`src/rtl/usm_regs.vh`:
```
`ifndef USM_REGS_VH
`define USM_REGS_VH
// Function
// - global enable low blocks every interrupt request
// - serial enable in interrupt enable bit 4
// - serial priority in low priority bit 4
// - serial top priority in high priority bit 4
// - broadcast is own address OR mask
// - mode zero shifts on receive pin, clocks transmit
// - mode zero: eight bits LSB first, clock/12
// - mode zero write loads marker, active next clock
// - mode zero shifts right on falling clock
// - mode zero receive preloads 11111110 then activates
// - mode zero samples data on rising clock
// - preloaded zero at left ends mode zero receive
// - uart frame: start, eight data, stop
// - bit rate from timer overflow and doubling
// - transmit starts at next divide-by-16 rollover
// - start bit, data one bit later, shifts after
// - marker beside MSB ends transmit at rollover ten
// - falling edge resets counter, loads 1FF
// - majority of samples at states 7,8,9
// - non-zero start bit returns to hunting
// - start bit at left end triggers final check
// - flag clear and filter pass stores frame
// - start edge accepted only while receive allowed
// - given address is own address AND mask
// - filter needs valid stop and address match

// register byte offsets
`define USM_OFS_CTRL 8'h00
`define USM_OFS_BUF 8'h04
`define USM_OFS_IEN 8'h08
`define USM_OFS_PLO 8'h0C
`define USM_OFS_PHI 8'h10
`define USM_OFS_MASK 8'h14
`define USM_OFS_ADDR 8'h18
`define USM_OFS_BAUD 8'h1C

// port_control fields
`define USM_CTRL_MODE_HI 7
`define USM_CTRL_MODE_LO 6
`define USM_CTRL_FILT 5
`define USM_CTRL_RXEN 4
`define USM_CTRL_TX9 3
`define USM_CTRL_RX9 2
`define USM_CTRL_TDONE 1
`define USM_CTRL_RDONE 0

// other fields
`define USM_IEN_GLOBAL 7
`define USM_IEN_UART 4
`define USM_PLO_UART 4
`define USM_PHI_UART 4
`define USM_BAUD_DOUBLE 7
`define USM_BAUD_T2 0

`define USM_RST_BYTE 8'h00

`define USM_MODE_SHIFT 2'h0
`define USM_MODE_UART8 2'h1

// timing and preloads
`define USM_M0_DIV 4'hC
`define USM_M0_HALF 4'h6
`define USM_M0_PRELOAD 8'hFE
`define USM_RX_PRELOAD 9'h1FF
`define USM_CNT_LAST 4'hF
`define USM_SAMP_A 4'h7
`define USM_SAMP_B 4'h8
`define USM_SAMP_C 4'h9

`endif

```
`src/rtl/usm_baud.v`:
```
`timescale 1ns/100ps
`default_nettype none
// turns timer overflows into the 16x sample tick, counted in half ticks
module usm_baud (
   input wire clk,
   input wire nrst,
   input wire t1_ovf,
   input wire t2_ovf,
   input wire use_t2,
   input wire dbl,
   output reg tick16
);
   reg [2:0] acc_q;
   reg [2:0] acc_d;
   reg tick_d;
   reg [3:0] sum;
   reg [3:0] weight;
   reg ovf;

   always @* begin
      ovf = use_t2 ? t2_ovf : t1_ovf;
      weight = use_t2 ? (dbl ? 4'h4 : 4'h2) : (dbl ? 4'h2 : 4'h1);
      sum = {1'b0, acc_q} + (ovf ? weight : 4'h0);
      tick_d = 1'b0;
      if (sum >= 4'h2) begin
         tick_d = 1'b1;
         sum = sum - 4'h2;
      end
      acc_d = (sum > 4'h7) ? 3'h7 : sum[2:0];
   end

   always @(posedge clk or negedge nrst) begin
      if (!nrst) begin
         acc_q <= 3'h0;
         tick16 <= 1'b0;
      end else begin
         acc_q <= acc_d;
         tick16 <= tick_d;
      end
   end
endmodule
`default_nettype wire

```
`src/rtl/usm_shift0.v`:
```
`timescale 1ns/100ps
`default_nettype none
`include "usm_regs.vh"
// synchronous shift-register mode engine
module usm_shift0 (
   input wire clk,
   input wire nrst,
   input wire en,
   input wire tx_load,
   input wire [7:0] tx_data,
   input wire rx_allow,
   input wire rxd_in,
   output wire tx_active,
   output wire rx_active,
   output wire sclk,
   output wire dout,
   output reg tx_done,
   output reg rx_done,
   output reg [7:0] rx_byte
);
   reg [3:0] ph_q;
   reg sclk_q;
   reg [8:0] txsh_q;
   reg txa_q;
   reg rxarm_q;
   reg rxa_q;
   reg [7:0] rxsh_q;
   wire [7:0] rx_next;
   wire [7:0] rx_rev;

   assign rx_next = {rxsh_q[6:0], rxd_in};
   // first bit in lands at the top, so reverse to keep LSB first
   genvar i;
   generate
      for (i = 0; i < 8; i = i + 1) begin : g_rev
         assign rx_rev[i] = rx_next[7 - i];
      end
   endgenerate

   assign tx_active = txa_q;
   assign rx_active = rxa_q;
   assign sclk = sclk_q;
   assign dout = txsh_q[0];

   always @(posedge clk or negedge nrst) begin
      if (!nrst) begin
         ph_q <= 4'h0;
         sclk_q <= 1'b1;
         txsh_q <= 9'h000;
         txa_q <= 1'b0;
         rxarm_q <= 1'b0;
         rxa_q <= 1'b0;
         rxsh_q <= 8'h00;
         tx_done <= 1'b0;
         rx_done <= 1'b0;
         rx_byte <= 8'h00;
      end else begin
         tx_done <= 1'b0;
         rx_done <= 1'b0;
         if (!en) begin
            txa_q <= 1'b0;
            rxa_q <= 1'b0;
            rxarm_q <= 1'b0;
            sclk_q <= 1'b1;
            ph_q <= 4'h0;
         end else if (tx_load && !rxa_q && !rxarm_q) begin
            txsh_q <= {1'b1, tx_data};
            txa_q <= 1'b1;
            // open in the low half so the first rising edge already sees bit 0
            ph_q <= `USM_M0_HALF;
            sclk_q <= 1'b0;
         end else begin
            if (!txa_q && !rxa_q && !rxarm_q && !rx_done && rx_allow) begin
               rxsh_q <= `USM_M0_PRELOAD;
               rxarm_q <= 1'b1;
            end
            if (rxarm_q) begin
               rxarm_q <= 1'b0;
               rxa_q <= 1'b1;
               ph_q <= 4'h0;
            end
            if (!txa_q && !rxa_q) begin
               sclk_q <= 1'b1;
            end else begin
               ph_q <= (ph_q == `USM_M0_DIV - 4'h1) ? 4'h0 : ph_q + 4'h1;
               if (ph_q == `USM_M0_HALF - 4'h1) begin
                  sclk_q <= 1'b0;
                  if (txa_q) begin
                     txsh_q <= {1'b0, txsh_q[8:1]};
                     if (txsh_q[8:1] == 8'h01) begin
                        txa_q <= 1'b0;
                        tx_done <= 1'b1;
                     end
                  end
               end
               if (ph_q == `USM_M0_DIV - 4'h1) begin
                  sclk_q <= 1'b1;
                  if (rxa_q) begin
                     rxsh_q <= rx_next;
                     if (!rxsh_q[7]) begin
                        rxa_q <= 1'b0;
                        rx_done <= 1'b1;
                        rx_byte <= rx_rev;
                     end
                  end
               end
            end
         end
      end
   end
endmodule
`default_nettype wire

```
`src/rtl/usm_top.v`:
```
// Added by the designer: the address map and the APB register port.
`timescale 1ns/100ps
`default_nettype none
`include "usm_regs.vh"
// serial port: shift-register mode and 8-bit uart mode, apb registers
module usm_top (
   input wire CLK,
   input wire NRST,
   input wire PSEL,
   input wire PENABLE,
   input wire PWRITE,
   input wire [7:0] PADDR,
   input wire [31:0] PWDATA,
   output reg [31:0] PRDATA,
   output wire PREADY,
   output wire PSLVERR,
   input wire T1_OVF,
   input wire T2_OVF,
   input wire RXD_IN,
   output reg RXD_OUT,
   output reg RXD_OE,
   output reg TXD,
   output reg SER_IRQ,
   output reg SER_PRIO_LOW,
   output reg SER_PRIO_TOP
);
   // register state
   reg [7:0] ctrl_q;
   reg [7:0] ien_q;
   reg [7:0] plo_q;
   reg [7:0] phi_q;
   reg [7:0] mask_q;
   reg [7:0] addr_q;
   reg [7:0] baud_q;
   reg [7:0] rxbuf_q;
   reg tdone_q;
   reg rdone_q;
   reg rx9_q;

   // uart transmitter
   reg [3:0] tcnt_q;
   reg [8:0] tsh_q;
   reg treq_q;
   reg tsend_q;
   reg tdata_q;
   reg tfin_q;

   // uart receiver
   reg [3:0] rcnt_q;
   reg [8:0] rsh_q;
   reg rbusy_q;
   reg rfirst_q;
   reg rxd_prev_q;
   reg [1:0] samp_q;
   reg rfin_q;

   wire [1:0] mode;
   wire m0;
   wire m1;
   wire acc;
   wire wr;
   wire hit;
   wire buf_wr;
   wire tick16;
   wire t_roll;
   // outputs of the mode zero engine
   wire m0_txa;
   wire m0_rxa;
   wire m0_sclk;
   wire m0_dout;
   wire m0_tdone;
   wire m0_rdone;
   wire [7:0] m0_byte;
   wire bit_val;
   wire [7:0] given;
   wire [7:0] bcast;
   wire addr_ok;
   wire frame_ok;
   wire [7:0] r_byte;

   // mode 0 is the shift register, mode 1 the uart; other codes idle both engines
   assign mode = {ctrl_q[`USM_CTRL_MODE_HI], ctrl_q[`USM_CTRL_MODE_LO]};
   assign m0 = (mode == `USM_MODE_SHIFT);
   assign m1 = (mode == `USM_MODE_UART8);
   assign acc = PSEL && PENABLE;
   assign wr = acc && PWRITE;
   assign buf_wr = wr && (PADDR == `USM_OFS_BUF);
   assign hit = (PADDR == `USM_OFS_CTRL) || (PADDR == `USM_OFS_BUF) ||
                (PADDR == `USM_OFS_IEN) || (PADDR == `USM_OFS_PLO) ||
                (PADDR == `USM_OFS_PHI) || (PADDR == `USM_OFS_MASK) ||
                (PADDR == `USM_OFS_ADDR) || (PADDR == `USM_OFS_BAUD);
   // no wait states: every access completes in its first access cycle
   // an unmapped offset answers with an error, is not written and reads as zero
   assign PREADY = 1'b1;
   assign PSLVERR = acc && !hit;

   // sample tick at sixteen times the bit rate, from the chosen timer
   usm_baud u_baud (
      .clk(CLK),
      .nrst(NRST),
      .t1_ovf(T1_OVF),
      .t2_ovf(T2_OVF),
      .use_t2(baud_q[`USM_BAUD_T2]),
      .dbl(baud_q[`USM_BAUD_DOUBLE]),
      .tick16(tick16)
   );

   // mode zero engine; it ignores a buffer write while it receives
   usm_shift0 u_shift0 (
      .clk(CLK),
      .nrst(NRST),
      .en(m0),
      .tx_load(buf_wr),
      .tx_data(PWDATA[7:0]),
      .rx_allow(ctrl_q[`USM_CTRL_RXEN] && !rdone_q),
      .rxd_in(RXD_IN),
      .tx_active(m0_txa),
      .rx_active(m0_rxa),
      .sclk(m0_sclk),
      .dout(m0_dout),
      .tx_done(m0_tdone),
      .rx_done(m0_rdone),
      .rx_byte(m0_byte)
   );

   // address recognition
   assign given = addr_q & mask_q;
   assign bcast = addr_q | mask_q;
   // the first bit in ends at the top of the shifter; reverse so the byte is lsb first
   genvar gi;
   generate
      for (gi = 0; gi < 8; gi = gi + 1) begin : g_rbyte
         assign r_byte[gi] = rsh_q[7 - gi];
      end
   endgenerate
   // zero mask bits are don't care; an all-zero broadcast accepts every byte
   assign addr_ok = (bcast == 8'h00) ||
                    (((r_byte ^ given) & mask_q) == 8'h00) ||
                    (((r_byte ^ bcast) & bcast) == 8'h00);
   // the third vote is the live line at state 9, so no extra flop is needed
   assign bit_val = (samp_q[0] & samp_q[1]) | (samp_q[0] & RXD_IN) |
                    (samp_q[1] & RXD_IN);
   assign frame_ok = !rdone_q && (!ctrl_q[`USM_CTRL_FILT] ||
                     (bit_val && addr_ok));
   // rollover of the free-running divide-by-16 counter paces every transmit bit
   assign t_roll = tick16 && (tcnt_q == `USM_CNT_LAST);

   // apb register writes and done flags; hardware set wins over clear
   always @(posedge CLK or negedge NRST) begin
      if (!NRST) begin
         ctrl_q <= `USM_RST_BYTE;
         ien_q <= `USM_RST_BYTE;
         plo_q <= `USM_RST_BYTE;
         phi_q <= `USM_RST_BYTE;
         mask_q <= `USM_RST_BYTE;
         addr_q <= `USM_RST_BYTE;
         baud_q <= `USM_RST_BYTE;
         tdone_q <= 1'b0;
         rdone_q <= 1'b0;
         PRDATA <= 32'h00000000;
      end else begin
         // writes land at the access edge; unmapped offsets fall to the default
         if (wr) begin
            case (PADDR)
               `USM_OFS_CTRL: ctrl_q <= PWDATA[7:0];
               `USM_OFS_IEN: ien_q <= PWDATA[7:0];
               `USM_OFS_PLO: plo_q <= PWDATA[7:0];
               `USM_OFS_PHI: phi_q <= PWDATA[7:0];
               `USM_OFS_MASK: mask_q <= PWDATA[7:0];
               `USM_OFS_ADDR: addr_q <= PWDATA[7:0];
               `USM_OFS_BAUD: baud_q <= PWDATA[7:0];
               default: ;
            endcase
         end
         // software loads both flags; a hardware set below wins in the same cycle
         if (wr && PADDR == `USM_OFS_CTRL) begin
            tdone_q <= PWDATA[`USM_CTRL_TDONE];
            rdone_q <= PWDATA[`USM_CTRL_RDONE];
         end
         if (m0_tdone || tfin_q) begin
            tdone_q <= 1'b1;
         end
         if (m0_rdone || rfin_q) begin
            rdone_q <= 1'b1;
         end
         // read data captured in the setup cycle
         if (PSEL && !PENABLE) begin
            case (PADDR)
               `USM_OFS_CTRL:
                  PRDATA <= {24'h000000, ctrl_q[7:3], rx9_q, tdone_q, rdone_q};
               `USM_OFS_BUF: PRDATA <= {24'h000000, rxbuf_q};
               `USM_OFS_IEN: PRDATA <= {24'h000000, ien_q};
               `USM_OFS_PLO: PRDATA <= {24'h000000, plo_q};
               `USM_OFS_PHI: PRDATA <= {24'h000000, phi_q};
               `USM_OFS_MASK: PRDATA <= {24'h000000, mask_q};
               `USM_OFS_ADDR: PRDATA <= {24'h000000, addr_q};
               `USM_OFS_BAUD: PRDATA <= {24'h000000, baud_q};
               default: PRDATA <= 32'h00000000;
            endcase
         end
      end
   end

   // uart transmitter, paced by its own divide-by-16 counter
   always @(posedge CLK or negedge NRST) begin
      if (!NRST) begin
         tcnt_q <= 4'h0;
         tsh_q <= 9'h000;
         treq_q <= 1'b0;
         tsend_q <= 1'b0;
         tdata_q <= 1'b0;
         tfin_q <= 1'b0;
      end else begin
         tfin_q <= 1'b0;
         // the counter runs free so bit times follow it, not the buffer write
         if (tick16) begin
            tcnt_q <= tcnt_q + 4'h1;
         end
         // leaving the uart mode abandons any frame in flight
         if (!m1) begin
            treq_q <= 1'b0;
            tsend_q <= 1'b0;
            tdata_q <= 1'b0;
         end else if (buf_wr) begin
            // the write only arms the request; the start bit waits for a rollover
            tsh_q <= {1'b1, PWDATA[7:0]};
            treq_q <= 1'b1;
         end else if (t_roll) begin
            if (treq_q && !tsend_q) begin
               treq_q <= 1'b0;
               tsend_q <= 1'b1;
               tdata_q <= 1'b0;
            end else if (tsend_q && !tdata_q) begin
               tdata_q <= 1'b1;
            end else if (tsend_q) begin
               tsh_q <= {1'b0, tsh_q[8:1]};
               // marker beside the msb: last shift, then the line idles high as stop
               if (tsh_q[8:1] == 8'h01) begin
                  tsend_q <= 1'b0;
                  tdata_q <= 1'b0;
                  tfin_q <= 1'b1;
               end
            end
         end
      end
   end

   // uart receiver
   always @(posedge CLK or negedge NRST) begin
      if (!NRST) begin
         rcnt_q <= 4'h0;
         rsh_q <= 9'h000;
         rbusy_q <= 1'b0;
         rfirst_q <= 1'b0;
         rxd_prev_q <= 1'b1;
         samp_q <= 2'h0;
         rfin_q <= 1'b0;
         rxbuf_q <= 8'h00;
         rx9_q <= 1'b0;
      end else begin
         rfin_q <= 1'b0;
         if (tick16) begin
            rxd_prev_q <= RXD_IN;
         end
         // both engines share the receive buffer
         if (m0_rdone) begin
            rxbuf_q <= m0_byte;
         end
         // leaving the uart mode drops a half-received frame
         if (!m1) begin
            rbusy_q <= 1'b0;
         end else if (!rbusy_q) begin
            // edges are seen only on sample ticks; shorter glitches may pass unseen
            if (tick16 && ctrl_q[`USM_CTRL_RXEN] && rxd_prev_q && !RXD_IN) begin
               rcnt_q <= 4'h0;
               rsh_q <= `USM_RX_PRELOAD;
               rbusy_q <= 1'b1;
               rfirst_q <= 1'b1;
            end
         end else if (tick16) begin
            rcnt_q <= rcnt_q + 4'h1;
            // samples at states 7, 8 and 9 feed the majority vote
            if (rcnt_q == `USM_SAMP_A) begin
               samp_q[0] <= RXD_IN;
            end
            if (rcnt_q == `USM_SAMP_B) begin
               samp_q[1] <= RXD_IN;
            end
            if (rcnt_q == `USM_SAMP_C) begin
               rfirst_q <= 1'b0;
               // a start bit that votes high was noise: back to hunting
               if (rfirst_q && bit_val) begin
                  rbusy_q <= 1'b0;
               end else if (!rsh_q[8] && !rfirst_q) begin
                  // stop bit sample: start bit sits at the left end
                  rbusy_q <= 1'b0;
                  // a refused frame is lost; hunting resumes either way
                  if (frame_ok) begin
                     rx9_q <= bit_val;
                     rxbuf_q <= r_byte;
                     rfin_q <= 1'b1;
                  end
               end else begin
                  rsh_q <= {rsh_q[7:0], bit_val};
               end
            end
         end
      end
   end

   // pins and interrupt request
   always @(posedge CLK or negedge NRST) begin
      if (!NRST) begin
         TXD <= 1'b1;
         RXD_OUT <= 1'b1;
         RXD_OE <= 1'b0;
         SER_IRQ <= 1'b0;
         SER_PRIO_LOW <= 1'b0;
         SER_PRIO_TOP <= 1'b0;
      end else begin
         // mode zero: the transmit pin carries the clock, the receive pin the data
         if (m0) begin
            TXD <= (m0_txa || m0_rxa) ? m0_sclk : 1'b1;
            RXD_OUT <= m0_dout;
            RXD_OE <= m0_txa;
         end else begin
            // uart line: idle high, start bit low, then the shifter's output bit
            TXD <= !tsend_q ? 1'b1 : (tdata_q ? tsh_q[0] : 1'b0);
            RXD_OUT <= 1'b1;
            RXD_OE <= 1'b0;
         end
         // request stays up until software clears both done flags or clears the global or serial enable bit
         SER_IRQ <= ien_q[`USM_IEN_GLOBAL] && ien_q[`USM_IEN_UART] &&
                    (tdone_q || rdone_q);
         SER_PRIO_LOW <= plo_q[`USM_PLO_UART];
         SER_PRIO_TOP <= phi_q[`USM_PHI_UART];
      end
   end
endmodule
`default_nettype wire

```
`config.mk`:
```
export PLATFORM = sky130hd
export DESIGN_NAME = usm_top
export DESIGN_NICKNAME = d
export VERILOG_FILES = /design/src/rtl/usm_baud.v /design/src/rtl/usm_shift0.v /design/src/rtl/usm_top.v
export VERILOG_INCLUDE_DIRS = /design/src /design/src/rtl
export SDC_FILE = /design/constraint.sdc
export NUM_CORES = 1
export LEC_CHECK = 0
export BUFFER_PORTS_ARGS = -buffer_cell sky130_fd_sc_hd__buf_2
export CAP_MARGIN = 20
export CORE_MARGIN = 5
export CORE_UTILIZATION = 30
export DETAILED_ROUTE_END_ITERATION = 12
export PLACE_DENSITY = 0.49
export SLEW_MARGIN = 10
export SYNTH_ARGS = -nofsm -noshare
export SYNTH_HDL_FRONTEND = slang
export SYNTH_HIERARCHICAL = 1
export SYNTH_SLANG_ARGS = --single-unit
```
`constraint.sdc`:
```
create_clock -name CLK -period 2.9 [get_ports CLK]
set_input_delay 0 -clock CLK [delete_from_list [all_inputs] [get_ports CLK]]
set_output_delay 0 -clock CLK [all_outputs]
set_load 0.05 [all_outputs]
```
Yosys cells after proc, flatten, opt, wreduce, memory -nomap -nowiden:

Cells that the tools add are included.

* reduce and logical (&&, ||, !) cells: 85
* div/mod/pow operators: 0
* equal/unequal tests: 35
* add/sub/neg operators: 5
* shift operators: 0
* mux-type cells: 131
* order comparisons: 2
* bitwise gates (word level): 15
* multiply operators: 0

Operators with widths (count)
* 9-bit two-way mux: 15
* 8-bit two-way mux: 12
* 1-bit two-way mux: 89
* 8-bit case mux with 8 select lines: 1
* 4-bit two-way mux: 11
* 8-bit by 5-bit equality test with 1-bit output (second input constant): 4
* 8-bit logical NOT: 4
* 1-bit logical AND: 25
* 8-bit bitwise AND: 3
* 2-bit AND reduction: 10
* 4-bit AND reduction: 5
* 4-bit equality test (second input constant): 4
* 8-bit by 1-bit equality test with 1-bit output (second input constant): 2
* 8-bit by 4-bit equality test with 1-bit output (second input constant): 2
* 8-bit bitwise XOR: 2
* 1-bit logical OR: 14
* 2-bit nonzero test: 7
* 1-bit logical NOT: 13
* 4-bit by 1-bit adder with 4-bit output (second input constant): 3
* 2-bit by 1-bit inequality test with 1-bit output (second input constant): 6
* 6-bit AND reduction: 2
* 3-bit inequality test (second input constant): 3
* 4-bit by 3-bit equality test with 1-bit output (second input constant): 2
* 8-bit by 3-bit equality test with 1-bit output (second input constant): 1
* other kinds (21): 33

* memory bits (read-only): 0
* output and inout port bits: 40
* bits in registers: 180
* word-level logic and storage cells: 317
* memories: 0
* latch bits: 0
* bits in writable memories: 0
* bits of input ports: 48

Longest topological paths before layout:

* depth in word-level cells: 16
* depth in mapped cells: 11
* depth with buffers taken out: 11

Hierarchy:

The synthesis kept the hierarchy.

By module, submodules not included
* usm_top: area each 5632.9 µm², cells each 486, seq. area each 2856.5 µm², times used 1
* usm_shift0: area each 1604.0 µm², cells each 145, seq. area each 877.1 µm², times used 1
* usm_baud: area each 356.6 µm², cells each 38, seq. area each 100.1 µm², times used 1

Worst setup path before layout:

Ideal clock, no wire load.

* path type: register -> register
* start point: register baud_q[0]
* end point: register u_baud.acc_q[1]
* stages on the path, launching flop included: 11
* data required time: 2766 ps
* library setup time: 134 ps
* arrival: 2132 ps
* path buffers: 0
* clock period less this slack: 2266 ps
* setup slack: 634 ps
* cells stage by stage: dfrtp_1 -> inv_1 -> ha_1 -> nor2b_1 -> ha_1 -> inv_1 -> fa_1 -> xor2_1 -> ha_1 -> a2111oi_0 -> nor3_1

* word-level cells in the longest chain between the ends: 7
* elaborated cells on any way between the ends: 9
* classes of those cells: add/sub: 2; order compare: 2; mux: 5

Ends and longest elaborated chain
* from (decl): line usm_top.v:34 `reg [7:0] baud_q;`
* from (signal assigned): line usm_top.v:157 `` baud_q <= `USM_RST_BYTE; ``
* from (signal assigned): line usm_top.v:171 `` `USM_OFS_BAUD: baud_q <= PWDATA[7:0]; ``
* 4-bit two-way mux or 1-bit two-way mux (tied branches): line usm_baud.v:22, usm_baud.v:21
* 4-bit two-way mux (*): line usm_baud.v:23 `sum = {1'b0, acc_q} + (ovf ? weight : 4'h0);`
* 3-bit by 4-bit adder with 4-bit output (*): line usm_baud.v:23
* 4-bit by 2-bit subtractor with 4-bit output or 4-bit by 2-bit greater-or-equal comparator with 1-bit output (tied branches): line usm_baud.v:27, usm_baud.v:25
* 4-bit two-way mux (*): line usm_baud.v:25 `if (sum >= 4'h2) begin`
* 4-bit by 3-bit greater-than comparator with 1-bit output: line usm_baud.v:29 `acc_d = (sum > 4'h7) ? 3'h7 : sum[2:0];`
* 3-bit two-way mux (*): line usm_baud.v:29
* named net u_baud.acc_d[1]: line usm_baud.v:14 `reg [2:0] acc_d;`
* to (signal assigned): line usm_baud.v:34 `acc_q <= 3'h0;`
* to (signal assigned): line usm_baud.v:37 `acc_q <= acc_d;`
* to (decl): line usm_baud.v:13 `reg [2:0] acc_q;`

Mark *: on every way through the listed nets, which the timed path passes. The rest lies on a longest branch.
A chain may end at the register's enable or synchronous reset.

Final worst setup path:

Ends and elaborated chain as after synthesis.

==> out/results.tsv <==
metric	value	unit
ys.flop_type	dfrtp_1	
ir_worst_vdd	0.3736	mV
hpwl	13.03	mm
rows	58	
clk_pin_slew	0.07	ns
setup_tns	0	ns
num_vias	5161	
critPathMaxFanout	6	
worstSetupPathType	flip-flop to flip-flop	
place_ws	0.4044	ns
synth-seq-cells	153	
postRouteAntennaNets	0	
crit_required	3.20	ns
fin_util	34.93	%
portBuffers	38	
ys_seq_area_share	50.49	%
antenna_found_initial	0	
cellLeakagePower	4.104	nW
final_common_cell	dfrtp_1	
insertion_delay	0.43	ns
cp.arrival	2.83	ns
fin_area	8745	um^2
globalplace.congestion	0.7748	
synthCells	669	
setup_viol	0	
fp.dieW	169.1	um
dieArea	28590	um^2
nets	782	
dp_cells	1023	
synth_edf_count	0	
p_per_area	582.8	nW/um^2
drc_errors	0	
cts.sinks	153	
ioPinCount	88	
clock.fmax	0.3948	GHz
avgSynthCellArea	11.35	um^2
placed_area	8087	um^2
nFillCells	2521	
grt_use_total	13.37	%
first_iter_violations	322	
first_pass_iters	5	
hold_violations	0	
min_period_over_period	87.33	%
cts_tree	built	
grt_pass1_wl	30.01	mm
drive_gt1_share	25.89	%
fin_cells	1064	
drv_slew	0	
yosysWarnings	6	
setup_slack	0.3673	ns
final_cell_mix	149 x dfrtp_1, 87 x mux2_2, 57 x nand2_1	
fin_crit	2.533	ns
drt-total-wl	18.67	mm
skew	0.01160	ns
grt_setup_unrepaired	no	
drv_cap	0	
numCtsBuffers	17	
async_flop_share	100.0	%
grt_overflow	0	
synth_area	7594	um^2
area_growth	15.16	%
cts_resized	0	
cts_max_level	4	
worstSetupStartpointType	flip-flop	
hold_path.class	input port to flip-flop	
grt_pass1_vias	5167	
cp-end-kind	flip-flop	
via_per_inst	4.851	
clockRootBuffer	clkbuf_16	
synthDistinctLibCells	69	
initial_core_util	30.33	%
core_area	25040	um^2
wl_per_cell	17.54	um
worst_pin_slew	0.7924	ns
antennaDiodeCount	0	
slew_headroom	47.17	%
clock_path_buffers	2	
outcome	finished, final reports clean	
die_h	169.1	um
grt_max_degree	81	
-- worst max-delay path, stage by stage, from the launching register on --
cell and delay, ns:
dfrtp_1 0.44, inv_1 0.07, ha_1 0.19, nor2b_1 0.13, ha_1 0.21, inv_1 0.08
fa_1 0.48, ha_1 0.28, a2111oi_0 0.44, nor3_1 0.09
-- metrics by stage --
stage / hold WS, ns / power [mW]
floorplan: -0.2956 / 2.810
global placement: 0.1138 / 2.971
detailed placement: 0.1058 / 2.979
CTS: 0.002680 / 5.162
global route: 0.01949 / 5.350
finish: 0.01092 / 5.096
-- synth_stat cells (all sizes together) (12+ instances only) --
| cell type | number | share of area [%] |
|---|---|---|
| nand2 | 57 | 2.8 |
| mux2i | 16 | 2.1 |
| ha | 12 | 2.0 |
| nor2 | 36 | 1.8 |
| o21ai | 31 | 2.2 |
| mux2 | 92 | 14 |
| a21oi | 16 | 1.1 |
| inv | 19 | 0.94 |
| o22a | 16 | 1.8 |
| buf | 34 | 3.2 |
| xor2 | 12 | 1.4 |
| clkbuf | 14 | 0.71 |
| nand3 | 38 | 2.6 |
| dfrtp | 149 | 49 |
-- per-layer routing --
metal / global-route usage, % / routed length [um] / part of all wire [%]
met3: 2.335 / 683 / 3.7
met5: 0 / 0 / 0
met1: 18.88 / 9110 / 49
met4: 4.060 / 250 / 1.3
met2: 21.07 / 8622 / 46
-- layout make-up --
type	instances	area, um^2	area share (%)
clock buffer	18	429.2	4.908
tap	330	412.9	4.722
inverter	19	71.32	0.8156
timing repair buffer	58	381.6	4.364
sequential	153	3834	43.84
multi-input combinational	472	3477	39.76
clock inverter	14	138.9	1.588
-- state kept, by name (all words and copies together), names as in the netlist, 2 cells and up --
register,count
u_shift0/txsh_q,9
PRDATA,8
rxbuf_q,8
rsh_q,9
phi_q,8
tcnt_q,4
u_shift0/rx_byte,8
addr_q,8
rcnt_q,4
samp_q,2
ien_q,8
u_shift0/rxsh_q,8
plo_q,8
u_shift0/ph_q,4
ctrl_q,5
tsh_q,9
baud_q,8
mask_q,8
u_baud/acc_q,3
-- worst paths after layout --
check	startpoint	end	slack [ns]	depth (start not counted)
worst max-delay path	baud_q[0]	u_baud/acc_q[1]	0.37	9
worst min-delay path	PWDATA[1]	u_shift0/txsh_q[1]	0.01	3
worst max register to register	baud_q[0]	u_baud/acc_q[1]	0.37	9
worst min register to register	phi_q[4]	SER_PRIO_TOP	0.42	0
max in group asynchronous	NRST	u_shift0/sclk	1.84	3
min in group asynchronous	NRST	u_baud/acc_q[2]	0.19	2
-- power breakdown --
group	leakage [nW]	switching [mW]	internal [mW]
clock network	0.271	0.951	1.20
registers	2.01	0.0774	2.23
logic	1.82	0.391	0.241
-- timing repair --
action / in CTS / in global routing
setup buffers: 0 / 0
hold buffers: 9 / 0
endpoints found under the hold margin: 92 / 0
-- cells by family (layout without fill, tap and decap cells) --
family | Yosys count | count (layout) | share of synthesized area, %
other | 2 | 25 | 0.09890
AO/OA/AOI/OAI | 117 | 117 | 10.83
AND/OR/NAND/NOR | 192 | 192 | 13.12
XOR/XNOR | 14 | 14 | 1.615
multiplexers | 110 | 110 | 16.59
adder cells (fa/ha/maj) | 14 | 14 | 2.373
buffers and inverters | 67 | 109 | 4.894
flip-flops | 153 | 153 | 50.49
No activity file was read; power rests on OpenSTA's default activity.
